--- config.mk ---
export PLATFORM = sky130hd
export DESIGN_NAME = sfs_dev_end_flat
export DESIGN_NICKNAME = d
export VERILOG_FILES = /design/src/design/sfs_pkg.sv /design/src/design/sfs_if.sv /design/src/design/sfs_dev_end.sv /design/src/flat_wrapper.sv
export SDC_FILE = /design/constraint.sdc
export NUM_CORES = 2
export LEC_CHECK = 0
export ABC_AREA = 0
export BUFFER_PORTS_ARGS = -buffer_cell sky130_fd_sc_hd__buf_2
export CAP_MARGIN = 20
export CORE_MARGIN = 5
export CORE_UTILIZATION = 57
export CTS_CLUSTER_SIZE = 8
export DETAILED_ROUTE_END_ITERATION = 8
export HOLD_SLACK_MARGIN = 0.03
export PLACE_DENSITY = 0.82
export SYNTH_ARGS = -nofsm -noshare
export SYNTH_HDL_FRONTEND = slang
export SYNTH_SLANG_ARGS = --single-unit
--- constraint.sdc ---
create_clock -name clk_sys_i -period 7.2 [get_ports clk_sys_i]
set_input_delay 1.44 -clock clk_sys_i [delete_from_list [all_inputs] [get_ports clk_sys_i]]
set_output_delay 1.44 -clock clk_sys_i [all_outputs]
set_load 0.01 [all_outputs]
--- src/design/sfs_pkg.sv ---
package sfs_pkg;
  // ----------------------------------------------------------------------
  // array geometry
  // ----------------------------------------------------------------------
  localparam int ROW_INSNS      = 64;    // instructions per row
  localparam int ROW_BYTES      = 192;   // bytes per row
  localparam int PAGE_ROWS      = 8;     // rows per erase page
  localparam int PAGE_INSNS     = 512;   // instructions per erase page
  localparam int PAGE_BYTES     = 1536;  // page alignment in bytes
  localparam int INSN_BYTES     = 3;     // bytes per instruction
  localparam int ADDR_W         = 24;    // program byte address width
  localparam int INSN_W         = 24;    // instruction width
  localparam int BUF_IDX_W      = 6;     // holding buffer index width
  localparam int LOW_W          = 16;    // low word width
  localparam int HIGH_W         = 8;     // high byte width

  // ----------------------------------------------------------------------
  // unlock keys and control register fields
  // ----------------------------------------------------------------------
  localparam logic [7:0] KEY_FIRST  = 8'h55;
  localparam logic [7:0] KEY_SECOND = 8'haa;
  localparam int CTRL_GO_BIT    = 15;    // go / busy bit
  localparam int CTRL_OP_LSB    = 0;     // operation select field
  localparam int CTRL_OP_W      = 2;
  localparam logic [15:0] CTRL_RESET = 16'h0000;

  // operation select codes
  typedef enum logic [1:0] {
    SFS_OP_NONE  = 2'h0,
    SFS_OP_WORD  = 2'h1,
    SFS_OP_ROW   = 2'h2,
    SFS_OP_ERASE = 2'h3
  } sfs_op_t;

  // ----------------------------------------------------------------------
  // timing from the fast rc oscillator
  // ----------------------------------------------------------------------
  localparam int ROW_OSC_CYCLES   = 11064; // row write length in osc cycles
  localparam int WORD_OSC_CYCLES  = 1000;  // word write length (plain)
  localparam int ERASE_OSC_CYCLES = 20000; // page erase length (plain)
  localparam int OSC_CNT_W        = 16;
  localparam int TUNE_W           = 6;     // osc tune field width
  localparam int TABLE_WR_CYCLES  = 2;     // cycles per table write
endpackage

--- src/design/sfs_if.sv ---
`timescale 1ns/1ns
`default_nettype none
// core-to-sequencer connection
interface sfs_if;
  import sfs_pkg::*;
  logic                  tbl_wr;     // table write strobe
  logic                  tbl_hi;     // 1: table_write_high, 0: low
  logic [ADDR_W-1:0]     tbl_addr;   // program byte address
  logic [LOW_W-1:0]      tbl_data;   // write data
  logic                  key_wr;     // flash_unlock_key write strobe
  logic [7:0]            key_data;
  logic                  ctrl_wr;    // flash_op_control write strobe
  logic [15:0]           ctrl_data;
  logic [15:0]           ctrl_rd;    // flash_op_control readback
  logic                  stall;      // core stall
  logic                  tbl_done;   // table write completed

  modport dev  (input  tbl_wr, tbl_hi, tbl_addr, tbl_data, key_wr,
                       key_data, ctrl_wr, ctrl_data,
                output ctrl_rd, stall, tbl_done);
  modport core (output tbl_wr, tbl_hi, tbl_addr, tbl_data, key_wr,
                       key_data, ctrl_wr, ctrl_data,
                input  ctrl_rd, stall, tbl_done);
endinterface
`default_nettype wire

--- src/design/sfs_dev_end.sv ---
`timescale 1ns/1ns
`default_nettype none
// ------------------------------------------------------------------------
// Summary of operation
// - rows of 64 instructions, 192 bytes
// - erase clears one eight-row page
// - program a whole row or one word
// - page/row aligned; low address bits ignored
// - holding buffer stores 64 instructions
// - core fills buffer in ascending order
// - loaded words stay in one row
// - 64 low plus 64 high table writes
// - table write updates buffer in two cycles
// - each row needs its own cycle
// - core stalled while operation runs
// - timing counted in fast rc oscillator cycles
// - go bit starts, hardware clears at end
// - pointer, table writes, then control bits
// - full unlock sequence every operation
// - keys 0x55 then 0xaa consecutively
// - control selects erase, program kind, start
// ------------------------------------------------------------------------
module sfs_dev_end
  import sfs_pkg::*;
#(
  parameter int ROW_CYCLES   = ROW_OSC_CYCLES,
  parameter int WORD_CYCLES  = WORD_OSC_CYCLES,
  parameter int ERASE_CYCLES = ERASE_OSC_CYCLES
)(
  input  wire logic                  clk_sys_i,
  input  wire logic                  resetn_i,
  input  wire logic                  osc_pin_i,     // fast rc osc output
  input  wire logic [TUNE_W-1:0]     osc_tune_field_i,
  output logic                       arr_we_o,      // array word write
  output logic [ADDR_W-1:0]          arr_addr_o,
  output logic [INSN_W-1:0]          arr_data_o,
  output logic                       arr_erase_o,   // page erase strobe
  output logic [ADDR_W-1:0]          arr_page_o,
  output logic [TUNE_W-1:0]          tune_o,        // tune sampled at go
  sfs_if.dev                         bus
);
  localparam int ROWS_PER_PG = PAGE_INSNS / ROW_INSNS;

  typedef enum logic [1:0] {
    SD_IDLE = 2'h0, SD_TIME = 2'h1, SD_COPY = 2'h3, SD_END = 2'h2
  } sfs_dst_t;

  typedef struct packed {
    sfs_dst_t              st;
    logic [1:0]            key_st;   // 0 none, 1 first seen, 2 unlocked
    logic [1:0]            op;
    logic                  go;
    logic [ADDR_W-1:0]     row_base;
    logic [BUF_IDX_W-1:0]  word_idx;
    logic [BUF_IDX_W:0]    copy_idx;
    logic [OSC_CNT_W-1:0]  osc_cnt;
    logic [2:0]            osc_sync;  // two flops plus edge history
    logic                  tbl_ph;    // second cycle of a table write
    logic                  tbl_done;
    logic                  we;
    logic [ADDR_W-1:0]     waddr;
    logic [INSN_W-1:0]     wdata;
    logic                  erase;
    logic [TUNE_W-1:0]     tune;
  } sfs_ds_t;

  sfs_ds_t s_ff, nxt_s;
  logic [INSN_W-1:0] buf_mem [ROW_INSNS];
  logic [BUF_IDX_W-1:0] tbl_slot;
  logic osc_rise;

  // ----------------------------------------------------------------------
  // helpers
  // ----------------------------------------------------------------------
  // instruction slot within its row: drops row bits
  function automatic logic [BUF_IDX_W-1:0] slot_of(
    input logic [ADDR_W-1:0] a);
    logic [ADDR_W-1:0] r;
    r = (a % ADDR_W'(ROW_BYTES)) / ADDR_W'(INSN_BYTES);
    return r[BUF_IDX_W-1:0];
  endfunction

  // align down to a boundary
  function automatic logic [ADDR_W-1:0] align(
    input logic [ADDR_W-1:0] a, input logic [ADDR_W-1:0] b);
    return a - (a % b);
  endfunction

  assign tbl_slot = slot_of(bus.tbl_addr);
  assign osc_rise = s_ff.osc_sync[1] & ~s_ff.osc_sync[2];

  // ----------------------------------------------------------------------
  // holding buffer write, low and high halves
  // ----------------------------------------------------------------------
  // only the buffer is written, never the array
  always_ff @(posedge clk_sys_i) begin
    if (bus.tbl_wr && s_ff.st == SD_IDLE) begin
      if (bus.tbl_hi)
        buf_mem[tbl_slot][INSN_W-1:LOW_W] <= bus.tbl_data[HIGH_W-1:0];
      else
        buf_mem[tbl_slot][LOW_W-1:0] <= bus.tbl_data;
    end
  end

  // ----------------------------------------------------------------------
  // control and sequencing
  // ----------------------------------------------------------------------
  always_comb begin
    nxt_s          = s_ff;
    nxt_s.osc_sync = {s_ff.osc_sync[1:0], osc_pin_i};
    nxt_s.tbl_done = 1'b0;
    nxt_s.we       = 1'b0;
    nxt_s.erase    = 1'b0;
    // two-cycle table write handshake
    if (bus.tbl_wr && s_ff.st == SD_IDLE) begin
      nxt_s.tbl_ph   = 1'b1;
      nxt_s.row_base = align(bus.tbl_addr, ADDR_W'(ROW_BYTES));
      nxt_s.word_idx = tbl_slot;
    end
    if (s_ff.tbl_ph) begin
      nxt_s.tbl_ph   = 1'b0;
      nxt_s.tbl_done = 1'b1;
    end
    // unlock key tracking: a table write, a wrong key or a control write while idle breaks the sequence
    if (bus.key_wr) begin
      if (bus.key_data == KEY_FIRST)
        nxt_s.key_st = 2'h1;
      else if (bus.key_data == KEY_SECOND && s_ff.key_st == 2'h1)
        nxt_s.key_st = 2'h2;
      else
        nxt_s.key_st = 2'h0;
    end else if (bus.tbl_wr) begin
      nxt_s.key_st = 2'h0;
    end
    unique case (s_ff.st)
      SD_IDLE: begin
        // operation select and start in one write
        if (bus.ctrl_wr) begin
          nxt_s.key_st = 2'h0;
          nxt_s.op     = bus.ctrl_data[CTRL_OP_LSB +: CTRL_OP_W];
          if (bus.ctrl_data[CTRL_GO_BIT] && s_ff.key_st == 2'h2 &&
              bus.ctrl_data[CTRL_OP_LSB +: CTRL_OP_W] != SFS_OP_NONE)
          begin
            nxt_s.go      = 1'b1;
            nxt_s.osc_cnt = '0;
            nxt_s.tune    = osc_tune_field_i;
            nxt_s.st      = SD_TIME;
          end                                           // else
        end
      end
      SD_TIME: begin
        if (osc_rise) begin
          nxt_s.osc_cnt = s_ff.osc_cnt + 1'b1;
          if ((s_ff.op == SFS_OP_ROW &&
               s_ff.osc_cnt == OSC_CNT_W'(ROW_CYCLES - 1)) ||
              (s_ff.op == SFS_OP_WORD &&
               s_ff.osc_cnt == OSC_CNT_W'(WORD_CYCLES - 1)) ||
              (s_ff.op == SFS_OP_ERASE &&
               s_ff.osc_cnt == OSC_CNT_W'(ERASE_CYCLES - 1))) begin
            nxt_s.copy_idx = '0;
            nxt_s.st       = SD_COPY;
          end
        end
      end
      SD_COPY: begin
        unique case (s_ff.op)
          SFS_OP_ERASE: begin
            nxt_s.erase = 1'b1;
            nxt_s.waddr = align(s_ff.row_base, ADDR_W'(PAGE_BYTES));
            nxt_s.st    = SD_END;
          end
          SFS_OP_WORD: begin
            nxt_s.we    = 1'b1;
            nxt_s.waddr = s_ff.row_base +
                          ADDR_W'(s_ff.word_idx) * ADDR_W'(INSN_BYTES);
            nxt_s.wdata = buf_mem[s_ff.word_idx];
            nxt_s.st    = SD_END;
          end
          default: begin                                // row
            nxt_s.we       = 1'b1;
            nxt_s.waddr    = s_ff.row_base + ADDR_W'(s_ff.copy_idx) *
                             ADDR_W'(INSN_BYTES);
            nxt_s.wdata    = buf_mem[s_ff.copy_idx[BUF_IDX_W-1:0]];
            nxt_s.copy_idx = s_ff.copy_idx + 1'b1;
            if (s_ff.copy_idx == 7'(ROW_INSNS - 1))
              nxt_s.st = SD_END;
          end
        endcase
      end
      SD_END: begin
        nxt_s.go = 1'b0;                                // self clear
        nxt_s.st = SD_IDLE;
      end
      default: nxt_s.st = SD_IDLE;
    endcase
  end

  always_ff @(posedge clk_sys_i or negedge resetn_i) begin
    if (!resetn_i)
      s_ff <= '0;
    else
      s_ff <= nxt_s;
  end

  // ----------------------------------------------------------------------
  // outputs
  // ----------------------------------------------------------------------
  // stall spans the whole job so the core cannot fetch mid-program
  assign bus.stall    = s_ff.go;
  assign bus.ctrl_rd  = {s_ff.go, 13'h0000, s_ff.op};
  assign bus.tbl_done = s_ff.tbl_done;
  assign arr_we_o     = s_ff.we;
  assign arr_addr_o   = s_ff.waddr;
  assign arr_data_o   = s_ff.wdata;
  assign arr_erase_o  = s_ff.erase;
  assign arr_page_o   = s_ff.waddr;
  assign tune_o       = s_ff.tune;
endmodule
`default_nettype wire

--- src/flat_wrapper.sv ---
// flat-port wrapper written by rule: the top's interface ports become plain ports
module sfs_dev_end_flat import sfs_pkg::*;
#(
  parameter int ROW_CYCLES   = ROW_OSC_CYCLES,
  parameter int WORD_CYCLES  = WORD_OSC_CYCLES,
  parameter int ERASE_CYCLES = ERASE_OSC_CYCLES
)
  (clk_sys_i, resetn_i, osc_pin_i, osc_tune_field_i, arr_we_o, arr_addr_o, arr_data_o, arr_erase_o, arr_page_o, tune_o, bus_tbl_wr, bus_tbl_hi, bus_tbl_addr, bus_tbl_data, bus_key_wr, bus_key_data, bus_ctrl_wr, bus_ctrl_data, bus_ctrl_rd, bus_stall, bus_tbl_done);
  sfs_if bus_i ();
  input  wire logic clk_sys_i;
  input  wire logic resetn_i;
  input  wire logic osc_pin_i;
  input  wire logic [TUNE_W-1:0] osc_tune_field_i;
  output logic arr_we_o;
  output logic [ADDR_W-1:0] arr_addr_o;
  output logic [INSN_W-1:0] arr_data_o;
  output logic arr_erase_o;
  output logic [ADDR_W-1:0] arr_page_o;
  output logic [TUNE_W-1:0] tune_o;
  input wire logic [$bits(bus_i.tbl_wr)-1:0] bus_tbl_wr;
  input wire logic [$bits(bus_i.tbl_hi)-1:0] bus_tbl_hi;
  input wire logic [$bits(bus_i.tbl_addr)-1:0] bus_tbl_addr;
  input wire logic [$bits(bus_i.tbl_data)-1:0] bus_tbl_data;
  input wire logic [$bits(bus_i.key_wr)-1:0] bus_key_wr;
  input wire logic [$bits(bus_i.key_data)-1:0] bus_key_data;
  input wire logic [$bits(bus_i.ctrl_wr)-1:0] bus_ctrl_wr;
  input wire logic [$bits(bus_i.ctrl_data)-1:0] bus_ctrl_data;
  output wire logic [$bits(bus_i.ctrl_rd)-1:0] bus_ctrl_rd;
  output wire logic [$bits(bus_i.stall)-1:0] bus_stall;
  output wire logic [$bits(bus_i.tbl_done)-1:0] bus_tbl_done;
  assign bus_i.tbl_wr = bus_tbl_wr;
  assign bus_i.tbl_hi = bus_tbl_hi;
  assign bus_i.tbl_addr = bus_tbl_addr;
  assign bus_i.tbl_data = bus_tbl_data;
  assign bus_i.key_wr = bus_key_wr;
  assign bus_i.key_data = bus_key_data;
  assign bus_i.ctrl_wr = bus_ctrl_wr;
  assign bus_i.ctrl_data = bus_ctrl_data;
  assign bus_ctrl_rd = bus_i.ctrl_rd;
  assign bus_stall = bus_i.stall;
  assign bus_tbl_done = bus_i.tbl_done;
  sfs_dev_end #(.ROW_CYCLES(ROW_CYCLES), .WORD_CYCLES(WORD_CYCLES), .ERASE_CYCLES(ERASE_CYCLES)) u_core (.clk_sys_i(clk_sys_i), .resetn_i(resetn_i), .osc_pin_i(osc_pin_i), .osc_tune_field_i(osc_tune_field_i), .arr_we_o(arr_we_o), .arr_addr_o(arr_addr_o), .arr_data_o(arr_data_o), .arr_erase_o(arr_erase_o), .arr_page_o(arr_page_o), .tune_o(tune_o), .bus(bus_i));
endmodule
==> impl_metrics.toml <==
[status]
status = "finished, final reports clean"

[worst_hold_path]
min_path_type = "reg2reg"

[synthesis]
synth_area_um2 = 81800
synth_ff_type = "edfxtp_1"
yosys_warnings = 0
yosysSeqAreaShare = 0.600
synth_edf_count = 1536
yosysUniqueCellTypes = 98
async_flop_share = 0.0713
synthCells = 4352
syn_avg_cell_area_um2 = 18.8
synth-seq-cells = 1654

[critical_path]
slowest_stage = "or3_4"
path_buf_inv = 6
crit_family = "compound AO/OA/AOI/OAI gates"
arrival_ns = 7.56
critPathCaptureType = "flip-flop"
max_stage_delay_ns = 0.40
cp_max_fo = 16
cp.required_ns = 7.76
start_kind = "input pin"
critPathKind = "in2reg"

[sta]
setup_viol = 0
worst_pin_slew_ns = 1.16
min_period_ns = 7.00
hold_ws_ns = 0.366
finClkSkew_ns = 0.0858
slew_violations = 0
setup-tns-final_ns = 0
max_slew_margin = 0.224
final_hold_viol_count = 0
finalCritPeriodShare = 0.972
fmax_mhz = 143

[route]
drc = 0
drt_iter0_markers = 7490
drtAntennaViolNets = 0
wl_per_cell_um = 37.0
dr.pass1.iters = 6
viasPerCell = 7.51
num_vias = 50000
drt_wl_total_um = 246000

[floorplan]
core_um2 = 143000
core.rowCount = 139
initial_core_util = 0.571
die_height_um = 389
fp.dieW_um = 389
io-pin-count = 175
dieArea_um2 = 151000

[global_routing]
grt_pass1_wl_um = 354000
antenna_found_initial = 10
overflow = 0
grt_max_degree = 129
track_usage = 0.324
first_global_vias = 50300

[layout]
areaGrowthSynthToFinish_pct = 15.0
num-nets-final = 4789
drive_above_1_share = 0.400
stdcell_count = 6663

[clock_network]
clock-root-buffer = "clkbuf_16"
cts_buffers = 225
htree_levels = 4
cts.sinks = 1654
clkLatencyLatePin_ns = 0.88
cts_hold_buf = 0
clockBufferDepth = 3
clkSlewWorstSetupHoldPaths_ns = 0.05
cts_tree = "yes"

[pwr]
peakVddDrop_v = 0.000344
leakagePower_nw = 30.1
power_density_nw_per_um2 = 273

[run]
maxCapViolations = 0

[placed_design]
dp_hpwl_um = 142000
dpl.cell_count = 6286
place.port_buffers = 148
gp_congestion = 0.912
metrics by stage:
step | total power, W | utilization | area [um^2] | worst slack (ns)
after detailed placement | 0.0157 | 0.607 | 86900 | -0.857
final | 0.0257 | 0.657 | 94000 | 0.200
after floorplan | 0.0141 | - | 82700 | -0.307
after global routing | 0.0264 | 0.657 | 94000 | -0.0141
after global placement | 0.0156 | 0.607 | 86900 | -1.10
after CTS | 0.0255 | 0.652 | 93300 | 0.0778
worst paths after layout:
| path | startpoint | end | slack [ns] | cells after the start |
|---|---|---|---|---|
| min in group asynchronous | resetn_i | u_core.s_ff[111]$_DFFE_PN0P_ | 0.59 | 1 |
| setup reg to reg | u_core.s_ff[113]$_DFFE_PN0P_ | u_core.arr_addr_o[23]$_DFFE_PN0P_ | 0.54 | 32 |
| setup / recovery | bus_tbl_addr[21] | u_core.buf_mem[50][12]$_DFFE_PP_ | 0.20 | 27 |
| hold / removal | u_core.nxt_s[59]$_DFF_PN0_ | u_core.nxt_s[60]$_DFF_PN0_ | 0.37 | 0 |
| max in group asynchronous | resetn_i | u_core.s_ff[79]$_DFFE_PN0P_ | 5.22 | 2 |
| hold reg to reg | u_core.nxt_s[59]$_DFF_PN0_ | u_core.nxt_s[60]$_DFF_PN0_ | 0.37 | 0 |
layout by cell type, fill, tap and decap left out, drive strengths merged, types with 17 or more instances in the layout:
cell,count
mux4,1008
nor2b,31
xor2,27
nand2,169
a31oi,46
nand3,35
dfrtp,118
ha,62
o21ai,117
clkbuf,322
inv,48
o21a,27
nand2b,24
a21oi,69
edfxtp,1536
o211ai,17
xnor2,39
nor3,137
nor2,158
buf,446
conb,40
synthesized netlist by cell type, types with 9 or more instances:
cell type  instances  area share
nand4_1            9     0.00069
nor3_1           121      0.0074
xnor2_1           38      0.0041
edfxtp_1        1536        0.56
xor2_1            27      0.0029
nor2_1           156      0.0072
o21a_1            26      0.0024
or3_1             12     0.00092
nor3_2            16      0.0020
and2_1            10     0.00077
o22ai_1           10     0.00077
clkbuf_1         209      0.0096
nor4_1            14      0.0011
a31oi_1           46      0.0035
a21oi_1           69      0.0042
fa_1               9      0.0022
o21ai_0          113      0.0069
nor2b_1           31      0.0024
buf_2             16     0.00098
a21o_1            15      0.0014
nand3b_1           9     0.00083
mux4_2          1008        0.28
mux2_2            14      0.0019
ha_1              62      0.0095
buf_1             94      0.0043
o211ai_1          17      0.0016
nand3_1           35      0.0021
a211oi_1          10     0.00092
buf_4             95      0.0087
inv_1             40      0.0018
dfrtp_1          118       0.036
nand2_1          169      0.0078
nand2b_1          24      0.0018
and3_1            12     0.00092
mux2i_1           11      0.0013
final cells by class:
type                       instances  area [um^2]
fill                            8681        49100
inverter                          44          165
antenna                            9         22.5
tap                             1903         2380
multi-input combinational       2269        31700
timing repair buffer             447         4280
sequential                      1654        49100
clock inverter                    16          314
clock buffer                     321         6020
logic make-up after synthesis:
| family | synth area share |
|---|---|
| AO/OA/AOI/OAI | 0.0322 |
| XOR/XNOR | 0.00730 |
| adder cells (fa/ha/maj) | 0.0119 |
| buffers and inverters | 0.0269 |
| flip-flops | 0.600 |
| multiplexers | 0.281 |
| other | 0.0000918 |
| AND/OR/NAND/NOR | 0.0403 |
power breakdown:
group / internal [W] / total (W) / switching, W
Clock: 0.00574 / 0.00983 / 0.00409
Sequential: 0.0106 / 0.0109 / 0.000227
Combinational: 0.00220 / 0.00496 / 0.00276
layer usage:
layer	up-vias	global-route usage	wire length (um)
met2	4527	0.519	120000
met5	-	0	48
met1	25600	0.406	78200
met4	8	0.193	18800
li1	19000	-	-
met3	873	0.0769	29200
what timing repair did:
item                                    in CTS  in global routing
setup buffers                                2                 21
gates resized for setup                      6                 56
pin swaps                                    1                 16
endpoints found under the setup margin      43                975
state kept, by name (all words and copies together) (netlist names):
| register | count |
|---|---|
| u_core.tune_o | 6 |
| u_core.buf_mem | 1536 |
| u_core.arr_erase_o | 1 |
| u_core.bus.tbl_done | 1 |
| u_core.bus.ctrl_rd | 2 |
| u_core.arr_addr_o | 24 |
| u_core.s_ff | 56 |
| u_core.arr_data_o | 24 |
| u_core.bus.stall | 1 |
| u_core.arr_we_o | 1 |
| u_core.nxt_s | 2 |
Power figures use the tool's default switching activity.
